## src/rtl/adc_cmp_pkg.sv

```systemverilog
// shared constants and types for the converter compare, brake and delay block
// assumes a 32-bit APB master and a single 125 MHz clock domain
package adc_cmp_pkg;
    localparam int ADDR_W = 11;
    // register indices; byte address is four times the index
    localparam logic [8:0] IDX_RESULT_LOW = 9'h0C2;
    localparam logic [8:0] IDX_RESULT_HIGH = 9'h0C3;
    localparam logic [8:0] IDX_COMPARE_LOW = 9'h0CE;
    localparam logic [8:0] IDX_COMPARE_HIGH = 9'h0CF;
    localparam logic [8:0] IDX_CTRL2 = 9'h0E2;
    localparam logic [8:0] IDX_DELAY_LOW = 9'h0E3;
    localparam logic [8:0] IDX_DISCONNECT = 9'h0F6;
    localparam logic [8:0] IDX_RUN = 9'h100;
    localparam logic [8:0] IDX_IRQ_STATUS = 9'h101;
    localparam logic [8:0] IDX_IRQ_CLEAR = 9'h102;
    localparam logic [8:0] IDX_IRQ_ENABLE = 9'h103;
    // second control register fields
    localparam int CTL2_BRAKE = 7;
    localparam int CTL2_POLARITY = 6;
    localparam int CTL2_CMP_EN = 5;
    localparam int CTL2_CMP_OUT = 4;
    localparam int CTL2_DELAY8 = 0;
    // run register fields
    localparam int RUN_START = 0;
    localparam int RUN_EXT = 1;
    localparam int RUN_DONE = 7;
    // interrupt bits
    localparam int IRQ_DONE = 0;
    localparam int IRQ_CMP = 1;
    localparam int IRQ_BRAKE = 2;
    localparam int IRQ_W = 3;
    localparam logic [7:0] REG_RESET = 8'h00;
    localparam logic [8:0] DELAY_ONE = 9'h001;

    typedef enum {ST_IDLE, ST_DELAY, ST_CONV} conv_state_t;

    typedef struct packed {
        logic psel;
        logic penable;
        logic [ADDR_W-1:0] paddr;
        logic pwrite;
        logic [31:0] pwdata;
    } apb_req_t;

    typedef struct packed {
        logic pready;
        logic [31:0] prdata;
        logic pslverr;
    } apb_rsp_t;
endpackage

```

## src/rtl/adc_compare_delay_result.sv

```systemverilog
// result holding, threshold compare, fault brake and trigger delay beside a 12-bit converter
// assumes converter handshake and adcTick come from logic on clk; trigger and pins are asynchronous
//
// Notes on behaviour
// - brake asserted when enabled and compare high
// - brake clears pwm run bit by pulse
// - polarity picks >= or < threshold
// - comparator works only while enabled
// - compare output read-only, refreshed per conversion
// - delay is nine bits across two registers
// - wait programmed converter clocks before starting
// - delay applies to external triggers only
// - disconnect bit forces digital pin read zero
// - result split high byte, low nibble, read-only
// - threshold split high byte, low nibble, writable
// - second control register resets to zero
// - done flag blocks new conversions until cleared
// - triggers ignored while converter busy
`timescale 1ns/1ps
module adc_compare_delay_result
    import adc_cmp_pkg::*;
(
    // clock and reset
    input wire logic clk,
    input wire logic rst,
    // register bus
    input wire apb_req_t apbReq,
    output apb_rsp_t apbRsp,
    // converter side
    input wire logic adcTick,
    input wire logic extTrigPin,
    output logic convStart,
    input wire logic convDone,
    input wire logic [11:0] convData,
    // pwm fault brake
    output logic faultBrake,
    output logic pwmRunClear,
    // analog pin digital path
    input wire logic [7:0] pinRaw,
    output logic [7:0] pinDigital,
    // interrupt
    output logic irq
);
    logic [7:0] resultHigh;
    logic [3:0] resultLow;
    logic [7:0] compareHigh;
    logic [3:0] compareLow;
    logic brakeEn;
    logic polarity;
    logic cmpEn;
    logic cmpOut;
    logic delay8;
    logic [7:0] delayLow;
    logic [7:0] disconnect;
    logic extEnable;
    logic doneFlag;
    logic [IRQ_W-1:0] irqStatus;
    logic [IRQ_W-1:0] irqEnable;
    conv_state_t state;
    conv_state_t next_state;
    logic [8:0] delayCnt;
    logic trigMeta;
    logic trigSync;
    logic trigPrev;
    logic [7:0] pinMeta;
    logic [7:0] pinSync;
    logic [31:0] prdata;
    logic pslverr;

    function automatic logic isMapped(input logic [ADDR_W-1:0] a);
        logic [8:0] i;
        i = a[ADDR_W-1:2];
        isMapped = (a[1:0] == 2'b00) && (i inside {IDX_RESULT_LOW, IDX_RESULT_HIGH, IDX_COMPARE_LOW,
            IDX_COMPARE_HIGH, IDX_CTRL2, IDX_DELAY_LOW, IDX_DISCONNECT, IDX_RUN, IDX_IRQ_STATUS,
            IDX_IRQ_CLEAR, IDX_IRQ_ENABLE});
    endfunction

    function automatic logic wrHit(input apb_req_t r, input logic [8:0] target);
        wrHit = r.psel && r.penable && r.pwrite && r.paddr[1:0] == 2'b00 && r.paddr[ADDR_W-1:2] == target;
    endfunction

    wire logic setupPhase = apbReq.psel && !apbReq.penable;
    wire logic [8:0] idx = apbReq.paddr[ADDR_W-1:2];
    wire logic [8:0] delayValue = {delay8, delayLow};
    wire logic [11:0] threshold = {compareHigh, compareLow};
    wire logic swStart = wrHit(apbReq, IDX_RUN) && apbReq.pwdata[RUN_START];
    wire logic extEdge = trigSync && !trigPrev;
    wire logic canStart = state == ST_IDLE && !doneFlag;
    wire logic finish = state == ST_CONV && convDone;
    wire logic [IRQ_W-1:0] irqClear = wrHit(apbReq, IDX_IRQ_CLEAR) ? apbReq.pwdata[IRQ_W-1:0] : '0;
    wire logic brakeCond = brakeEn && cmpOut;
    logic next_cmpOut;
    logic goConv;

    // one-cycle answer: pready is never held low
    always_comb begin
        apbRsp.pready = 1'b1;
        apbRsp.prdata = prdata;
        apbRsp.pslverr = pslverr;
    end

    // asynchronous trigger and pins pass two flops before any use
    always_ff @(posedge clk or posedge rst) begin
        if (rst) begin
            trigMeta <= 1'b0;
            trigSync <= 1'b0;
            trigPrev <= 1'b0;
            pinMeta <= REG_RESET;
            pinSync <= REG_RESET;
        end else begin
            trigMeta <= extTrigPin;
            trigSync <= trigMeta;
            trigPrev <= trigSync;
            pinMeta <= pinRaw;
            pinSync <= pinMeta;
        end
    end

    always_ff @(posedge clk or posedge rst) begin
        if (rst) begin
            pinDigital <= REG_RESET;
        end else begin
            pinDigital <= pinSync & ~disconnect;
        end
    end

    // conversion sequencer
    always_comb begin
        next_state = state;
        goConv = 1'b0;
        unique case (state)
            ST_IDLE: begin
                if (canStart && swStart) begin
                    next_state = ST_CONV;
                    goConv = 1'b1;
                end else if (canStart && extEnable && extEdge) begin
                    if (delayValue == '0) begin
                        next_state = ST_CONV;
                        goConv = 1'b1;
                    end else begin
                        next_state = ST_DELAY;
                    end
                end
            end
            ST_DELAY: begin
                if (adcTick && delayCnt == DELAY_ONE) begin
                    next_state = ST_CONV;
                    goConv = 1'b1;
                end
            end
            ST_CONV: begin
                if (convDone) begin
                    next_state = ST_IDLE;
                end
            end
        endcase
    end

    // triggers seen in delay or conversion fall through the case above
    always_ff @(posedge clk or posedge rst) begin
        if (rst) begin
            state <= ST_IDLE;
            convStart <= 1'b0;
        end else begin
            state <= next_state;
            convStart <= goConv;
        end
    end

    always_ff @(posedge clk or posedge rst) begin
        if (rst) begin
            delayCnt <= '0;
        end else if (state == ST_IDLE) begin
            delayCnt <= delayValue;
        end else if (state == ST_DELAY && adcTick) begin
            delayCnt <= delayCnt - DELAY_ONE;
        end
    end

    // done flag: set beats a software clear in the same cycle
    always_ff @(posedge clk or posedge rst) begin
        if (rst) begin
            doneFlag <= 1'b0;
        end else if (finish) begin
            doneFlag <= 1'b1;
        end else if (wrHit(apbReq, IDX_RUN) && !apbReq.pwdata[RUN_DONE]) begin
            doneFlag <= 1'b0;
        end
    end

    always_ff @(posedge clk or posedge rst) begin
        if (rst) begin
            resultHigh <= REG_RESET;
            resultLow <= '0;
        end else if (finish) begin
            resultHigh <= convData[11:4];
            resultLow <= convData[3:0];
        end
    end

    always_comb begin
        next_cmpOut = cmpOut;
        if (!cmpEn) begin
            next_cmpOut = 1'b0;
        end else if (finish) begin
            next_cmpOut = polarity ? (convData < threshold) : (convData >= threshold);
        end
    end

    always_ff @(posedge clk or posedge rst) begin
        if (rst) begin
            cmpOut <= 1'b0;
        end else begin
            cmpOut <= next_cmpOut;
        end
    end

    // run clear is a single pulse per brake onset so software can restart pwm
    always_ff @(posedge clk or posedge rst) begin
        if (rst) begin
            faultBrake <= 1'b0;
            pwmRunClear <= 1'b0;
        end else begin
            faultBrake <= brakeCond;
            pwmRunClear <= brakeCond && !faultBrake;
        end
    end

    // software writable registers
    always_ff @(posedge clk or posedge rst) begin
        if (rst) begin
            brakeEn <= 1'b0;
            polarity <= 1'b0;
            cmpEn <= 1'b0;
            delay8 <= 1'b0;
            compareHigh <= REG_RESET;
            compareLow <= '0;
            delayLow <= REG_RESET;
            disconnect <= REG_RESET;
            extEnable <= 1'b0;
            irqEnable <= '0;
        end else begin
            if (wrHit(apbReq, IDX_CTRL2)) begin
                brakeEn <= apbReq.pwdata[CTL2_BRAKE];
                polarity <= apbReq.pwdata[CTL2_POLARITY];
                cmpEn <= apbReq.pwdata[CTL2_CMP_EN];
                delay8 <= apbReq.pwdata[CTL2_DELAY8];
            end
            if (wrHit(apbReq, IDX_COMPARE_HIGH)) begin
                compareHigh <= apbReq.pwdata[7:0];
            end
            if (wrHit(apbReq, IDX_COMPARE_LOW)) begin
                compareLow <= apbReq.pwdata[3:0];
            end
            if (wrHit(apbReq, IDX_DELAY_LOW)) begin
                delayLow <= apbReq.pwdata[7:0];
            end
            if (wrHit(apbReq, IDX_DISCONNECT)) begin
                disconnect <= apbReq.pwdata[7:0];
            end
            if (wrHit(apbReq, IDX_RUN)) begin
                extEnable <= apbReq.pwdata[RUN_EXT];
            end
            if (wrHit(apbReq, IDX_IRQ_ENABLE)) begin
                irqEnable <= apbReq.pwdata[IRQ_W-1:0];
            end
        end
    end

    // sticky events; a new event outweighs a clear in the same cycle
    always_ff @(posedge clk or posedge rst) begin
        if (rst) begin
            irqStatus <= '0;
        end else begin
            irqStatus <= (irqStatus & ~irqClear) | {brakeCond && !faultBrake, next_cmpOut && !cmpOut, finish};
        end
    end

    assign irq = |(irqStatus & irqEnable);

    // read data is prepared in the setup cycle, held through the access cycle
    always_ff @(posedge clk or posedge rst) begin
        if (rst) begin
            prdata <= '0;
            pslverr <= 1'b0;
        end else if (setupPhase) begin
            pslverr <= !isMapped(apbReq.paddr);
            prdata <= '0;
            if (apbReq.paddr[1:0] == 2'b00) begin
                unique case (idx)
                    IDX_RESULT_LOW: prdata <= {28'h0000000, resultLow};
                    IDX_RESULT_HIGH: prdata <= {24'h000000, resultHigh};
                    IDX_COMPARE_LOW: prdata <= {28'h0000000, compareLow};
                    IDX_COMPARE_HIGH: prdata <= {24'h000000, compareHigh};
                    IDX_CTRL2: prdata <= {24'h000000, brakeEn, polarity, cmpEn, cmpOut, 3'h0, delay8};
                    IDX_DELAY_LOW: prdata <= {24'h000000, delayLow};
                    IDX_DISCONNECT: prdata <= {24'h000000, disconnect};
                    IDX_RUN: prdata <= {24'h000000, doneFlag, 5'h00, extEnable, state != ST_IDLE};
                    IDX_IRQ_STATUS: prdata <= {29'h00000000, irqStatus};
                    IDX_IRQ_ENABLE: prdata <= {29'h00000000, irqEnable};
                    default: prdata <= '0;
                endcase
            end
        end
    end

    property p_brake;
        @(posedge clk) disable iff (rst) brakeEn && cmpOut |=> faultBrake;
    endproperty
    a_brake: assert property (p_brake) else $error("brake not asserted");

    property p_runclear;
        @(posedge clk) disable iff (rst) $rose(faultBrake) |-> pwmRunClear ##1 !pwmRunClear;
    endproperty
    a_runclear: assert property (p_runclear) else $error("run clear pulse wrong");

    property p_polarity;
        @(posedge clk) disable iff (rst) finish && cmpEn |=>
            cmpOut == ($past(polarity) ? ($past(convData) < $past(threshold)) : ($past(convData) >= $past(threshold)));
    endproperty
    a_polarity: assert property (p_polarity) else $error("compare result wrong");

    property p_cmpoff;
        @(posedge clk) disable iff (rst) !cmpEn |=> !cmpOut;
    endproperty
    a_cmpoff: assert property (p_cmpoff) else $error("comparator active while off");

    property p_cmphold;
        @(posedge clk) disable iff (rst) !finish && cmpEn |=> $stable(cmpOut);
    endproperty
    a_cmphold: assert property (p_cmphold) else $error("compare changed without conversion");

    property p_delayend;
        @(posedge clk) disable iff (rst) state == ST_DELAY && adcTick && delayCnt == DELAY_ONE
            |=> convStart && state == ST_CONV;
    endproperty
    a_delayend: assert property (p_delayend) else $error("delayed start missing");

    property p_swnodelay;
        @(posedge clk) disable iff (rst) canStart && swStart |=> convStart && state == ST_CONV;
    endproperty
    a_swnodelay: assert property (p_swnodelay) else $error("software start delayed");

    property p_pinoff;
        @(posedge clk) disable iff (rst) 1'b1 |=> (pinDigital & $past(disconnect)) == 8'h00;
    endproperty
    a_pinoff: assert property (p_pinoff) else $error("disconnected pin reads high");

    property p_result;
        @(posedge clk) disable iff (rst) finish |=> {resultHigh, resultLow} == $past(convData) && doneFlag;
    endproperty
    a_result: assert property (p_result) else $error("result not captured");

    property p_doneblock;
        @(posedge clk) disable iff (rst) doneFlag |-> !convStart;
    endproperty
    a_doneblock: assert property (p_doneblock) else $error("start while done flag set");

    property p_busy;
        @(posedge clk) disable iff (rst) state == ST_CONV |=> !convStart;
    endproperty
    a_busy: assert property (p_busy) else $error("start while busy");

    property p_rundone;
        @(posedge clk) disable iff (rst) pwmRunClear |-> faultBrake;
    endproperty
    a_rundone: assert property (p_rundone) else $error("run clear without brake");

    // software writes must never reach the result registers
    property p_resulthold;
        @(posedge clk) disable iff (rst) !finish |=> $stable(resultHigh) && $stable(resultLow);
    endproperty
    a_resulthold: assert property (p_resulthold) else $error("result changed without conversion");

    property p_extdelay;
        @(posedge clk) disable iff (rst) canStart && !swStart && extEnable && extEdge && delayValue != '0
            |=> state == ST_DELAY && !convStart;
    endproperty
    a_extdelay: assert property (p_extdelay) else $error("external start not delayed");
endmodule

```

## config.mk

```make
export PLATFORM = sky130hd
export DESIGN_NAME = adc_compare_delay_result
export DESIGN_NICKNAME = d
export VERILOG_FILES = /design/src/rtl/adc_cmp_pkg.sv /design/src/rtl/adc_compare_delay_result.sv
export SDC_FILE = /design/constraint.sdc
export NUM_CORES = 1
export LEC_CHECK = 0
export ABC_AREA = 0
export BUFFER_PORTS_ARGS = -buffer_cell sky130_fd_sc_hd__buf_2
export CORE_ASPECT_RATIO = 2
export CORE_MARGIN = 5
export CORE_UTILIZATION = 25
export DETAILED_ROUTE_END_ITERATION = 16
export GPL_TIMING_DRIVEN = 0
export HOLD_SLACK_MARGIN = 0.02
export PLACE_DENSITY = 0.49
export SYNTH_ARGS = -nofsm -noshare
export SYNTH_HDL_FRONTEND = slang
export SYNTH_SLANG_ARGS = --single-unit
```

## constraint.sdc

```tcl
create_clock -name clk -period 3.2 [get_ports clk]
set_clock_uncertainty 0.15 [all_clocks]
set_input_delay 0.32 -clock clk [delete_from_list [all_inputs] [get_ports clk]]
set_output_delay 0.32 -clock clk [all_outputs]
set_load 0.01 [all_outputs]
```

# Word level (Yosys, flattened, before mapping)
# Cells that the tools add are included.
# word_totals
output_inout_bits	46
in_bits	71
ff_bits	157
# classes
reduce_logical	43
bitwise	6
n_mux	21
magnitude_cmp	2
n_eq_ne	19
n_addsub	1
# ops
op	count
32-bit 2-to-1 mux	4
32-bit one-hot mux with 3 select lines	1
8-bit one-hot mux with 10 select lines	1
32-bit by 2-bit equality test with 1-bit output, second input constant	2
32-bit zero test	2
9-bit by 8-bit equality test with 1-bit output, second input constant	7
9-bit equality test, second input constant	4
32-bit by 1-bit equality test with 1-bit output, second input constant	1
32-bit by 3-bit equality test with 1-bit output, second input constant	1
32-bit nonzero test	1
1-bit logical AND	26
9-bit 2-to-1 mux	2
12-bit greater-or-equal comparator	1
12-bit less-than comparator	1
11-bit nonzero test	1
9-bit by 1-bit equality test with 1-bit output, second input constant	1
9-bit zero test	1
1-bit 2-to-1 mux	9
9-bit by 1-bit subtractor with 9-bit output, second input constant	1
8-bit AND	1
8-bit 2-to-1 mux	1
8-bit NOT	1
1-bit zero test	7
3-bit AND	2
11 further kinds	13

# Logic depth before layout (Yosys ltp)
# depth
depth_word	8
ltp_mapped	8

# Least setup slack after synthesis
# OpenSTA, ideal clock, no wires.
# synth_path
path_type	input-to-reg
from	in apbReq[40] (netlist name)
to	reg state[0]
arrival_ns	2.562
setup_time_ns	0.079
path_slack_ns	0.409
path_stages	7
path_cell_list	or4b_1 or2_1 buf_6 or4_4 or2_1 a222oi_1 mux2i_1
# synth_via
elab_chain_cells	6
# synth_lines
item	line_no	text
start, declared	adc_compare_delay_result.sv:27	input wire apb_req_t apbReq,
9-bit equality test (*)	adc_compare_delay_result.sv:79	wrHit = r.psel && r.penable && r.pwrite && r.paddr[1:0] == 2'b00 && r.paddr[ADDR_W-1:2] == target;
1-bit logical AND (*)	adc_compare_delay_result.sv:79	
1-bit logical AND (*)	adc_compare_delay_result.sv:86	wire logic swStart = wrHit(apbReq, IDX_RUN) && apbReq.pwdata[RUN_START];
1-bit logical AND (*)	adc_compare_delay_result.sv:133	if (canStart && swStart) begin
3-bit inequality test (no line) or 32-bit 2-to-1 mux (tied branches)	--	
3-bit AND reduction (no line) or 32-bit one-hot mux with 3 select lines (tied branches)	--	
end signal, assigned	adc_compare_delay_result.sv:165	state <= next_state;
end, declared	adc_compare_delay_result.sv:59	conv_state_t state;
# Every way passes the cells marked *; elsewhere a longest branch is shown, timed or not.
# A chain may end at the register's enable or synchronous reset.

# Final worst setup path
# layout_path
from	in apbReq[35] (netlist name)
to	reg disconnect[5]
# layout_via
elab_chain_cells	2
# layout_lines
item	line_no	text
9-bit by 8-bit equality test with 1-bit output	adc_compare_delay_result.sv:79	
1-bit logical AND	adc_compare_delay_result.sv:79	
end signal, assigned	adc_compare_delay_result.sv:259	disconnect <= apbReq.pwdata[7:0];
end, declared	adc_compare_delay_result.sv:54	logic [7:0] disconnect;
# Every way passes these cells.

==> impl_metrics.ini <==
[run_status]
status = finished clean

[setup_path]
worst_ep_arrival_time_ns = 3.15
start_kind = input pin
r2r_cells = 5
r2r-end = state[1]
rr_startpoint = delayCnt[3]
path_max_fanout = 9
ff2ff_setup_slack_ns = 0.91
cp.required_ns = 3.29
critPathKind = input pin to flop
setup.worst_path.end_class = flop

[pwr]
power_density_nw_per_um2 = 488.7
p_leak_uw = 0.002838
irDropWorstVdd_uv = 271.0
power_uw = 2999

[sta]
drv_slew = 0
hold_viol_final = 0
worst_slack_ns = 0.1418
tightest_slew_ns = 0.8200
period_share_pct = 95.57
min_period_ns = 3.058
relSlewSlack_pct = 44.59
max_freq_mhz = 327.0
setup_viol = 0
rsz0062_at_grt = false

[die]
die-area_um2 = 22910
die_h_um = 209.1
io_pins = 117
die_w_um = 109.6
core-area_um2 = 19730
rows = 73
start_util_pct = 25.12

[synthesis]
synth_area_um2 = 4956
synth.distinct_cells = 52
synth_ff_type = dfrtp_1
netlist.area_leader.share_pct = 52.01
synth_edf_count = 0
ys_seq_elements = 103
yosysWarnings = 0
ys_seq_area_share_pct = 52.01
async_flop_share_pct = 100.0
syn_inst = 456
avgSynthCellArea_um2 = 10.87
synth_area_leaders = dfrtp_1 52%, mux2_2 9.8%, ha_1 4.3%, buf_4 3.9%, nand2_1 3.9%
synth_top_area_cell = dfrtp_1

[routing]
postRouteAntennaNets = 0
drc = 0
num_vias = 3723
first_pass_iters = 4
via_per_inst = 4.459
drt_wl_total_um = 14280
drt-wirelength-per-cell_um = 17.11
drtIter0Drc = 183

[place]
dp.cells = 809
place_ws_ns = -0.5850
placed_area_um2 = 5741
dpl.hpwl_um = 11170
port_buffers = 67
place_congestion = 0.8749

[layout]
syn_to_final_growth_pct = 23.83
final_cell_area_um2 = 6137
multi_input_area_um2 = 2141
fin_cells = 835
nNetsFinal = 657
fill_cells = 2083
drive_above_1_share_pct = 27.57
antennaDiodeCount = 0
final-seq-area_um2 = 2577
postLayoutCoreUtil_pct = 31.11

[grt]
grt_max_degree = 72
grt_pass1_vias = 3893
grt_overflow = 0
grt_pass1_wl_um = 21980
antenna_found_initial = 0
grt_usage_pct = 12.94

[flow_run]
max_cap_violations = 0

[clock_tree]
cts_setup_buffers = 0
cts_tree = yes
clk_pin_slew_ns = 0.07
numCtsBuffers = 9
root_buffer = clkbuf_16
htree_levels = 3
worstSkewPairLatency_ns = 0.35
cts_sinks = 103
clk_path_buf_depth = 2

[min_path]
whs_endpoint = resultHigh[3]
holdPathStages = 2
worstHoldStart = convData[7]
hold_path.class = input pin to flop
==> cells in the mapped netlist (2+ instances only) <==
cell type,instances
a211oi_1,2
a21o_1,3
a21oi_1,10
a221oi_1,4
a222oi_1,3
a22oi_1,11
buf_4,26
clkbuf_1,10
conb_1,2
dfrtp_1,103
ha_1,17
inv_1,24
mux2_2,43
mux2i_1,7
nand2_1,52
nand2b_1,3
nand3_1,2
nand3b_1,3
nand4_1,4
nand4b_1,2
nor2_1,20
nor2b_1,15
nor3_1,14
nor4_1,3
o211ai_1,2
o21ai_0,32
or2_1,2
or3_1,4
or3b_2,2
or4_1,3
xnor2_1,6
xor2_1,2
==> logic make-up (layout without fill, tap and decap cells) <==
| group | Yosys count | in the layout | synth area share, % |
|---|---|---|---|
| buffers and inverters | 62 | 156 | 6.817 |
| DFF | 103 | 103 | 52.01 |
| adders and majority gates | 17 | 17 | 4.292 |
| other | 2 | 25 | 0.1515 |
| AOI/OAI and AO/OA | 75 | 75 | 9.669 |
| xor gates and xnor gates | 8 | 8 | 1.414 |
| muxes | 50 | 50 | 11.18 |
| and+or+nand+nor | 139 | 139 | 14.47 |
==> worst max-delay path by stage <==
stage | from | end | slack, ns | cells after the start
after floorplan | rst | brakeEn | 0.03 | 1
after global placement | rst | prdata[1] | -1.19 | 2
after detailed placement | apbReq[35] | disconnect[5] | -0.59 | 7
after CTS | apbReq[35] | disconnect[2] | 0.14 | 7
after global routing | apbReq[35] | disconnect[6] | 0.09 | 7
final | apbReq[35] | disconnect[5] | 0.14 | 7
==> state kept, by name, indices dropped and copies added (netlist names), 2 cells and up <==
| name | flops |
|---|---|
| compareHigh | 8 |
| compareLow | 4 |
| delayCnt | 9 |
| delayLow | 8 |
| disconnect | 8 |
| irqEnable | 3 |
| irqStatus | 3 |
| pinDigital | 8 |
| pinMeta | 8 |
| pinSync | 8 |
| prdata | 8 |
| resultHigh | 8 |
| resultLow | 4 |
| state | 2 |
==> metrics by stage <==
stage	hold slack, ns	setup TNS (ns)
2_1_floorplan	0.1812	0
3_3_place_gp	0.1818	-127.83
3_5_place_dp	0.1862	-5.954
4_1_cts	0.05541	0
5_1_grt	0.06355	0
6_report	0.07260	0
==> repair_timing <==
| action | 4_1_cts | 5_1_grt |
|---|---|---|
| resized for setup | 1 | 0 |
| endpoints found under the setup margin | 8 | 0 |
| hold buffers | 10 | 0 |
| endpoints found under the hold margin | 41 | 0 |
==> area by class of cell <==
class	count	area share (%)
buffer	38	4.037
clock buffer	12	3.853
clock inverter	3	0.7136
inverter	24	1.509
multi-input combinational	314	34.88
sequential	103	42.00
tap	262	5.341
timing repair buffer	79	7.666
==> power by group <==
part	total (µW)	internal, µW	switching (µW)	leakage (µW)
Sequential	1460	1410	52.1	0.00129
Combinational	451	205	245	0.00141
Clock	1090	605	484	0.000137
==> critical path: stages <==
cell and delay (ns):
buf_2 0.17, or3b_2 0.44, clkbuf_1 0.20, nor4_4 0.77, nor2b_1 0.21, clkbuf_1 0.62
mux2_2 0.41
==> per-layer routing <==
layer	vias to the layer above	global-route usage [%]	wire length [µm]	share of wire, %
li1	1783	-	-	-
met3	34	1.917	448	3.1
met4	0	7.749	714	5.0
met1	1799	12.83	4959	35
met2	107	24.33	8161	57
met5	-	0	0	0
==> placed cells by master, fill, tap and decap left out, types with 15 or more instances in the layout <==
master,Yosys,layout
nor2_1,20,20
dfrtp_1,103,103
nor2b_1,15,15
conb_1,2,25
nand2_1,52,52
mux2_2,43,43
buf_4,26,26
ha_1,17,17
o21ai_0,32,32
inv_1,24,23
buf_2,0,67
Power figures use the tool's default switching activity.
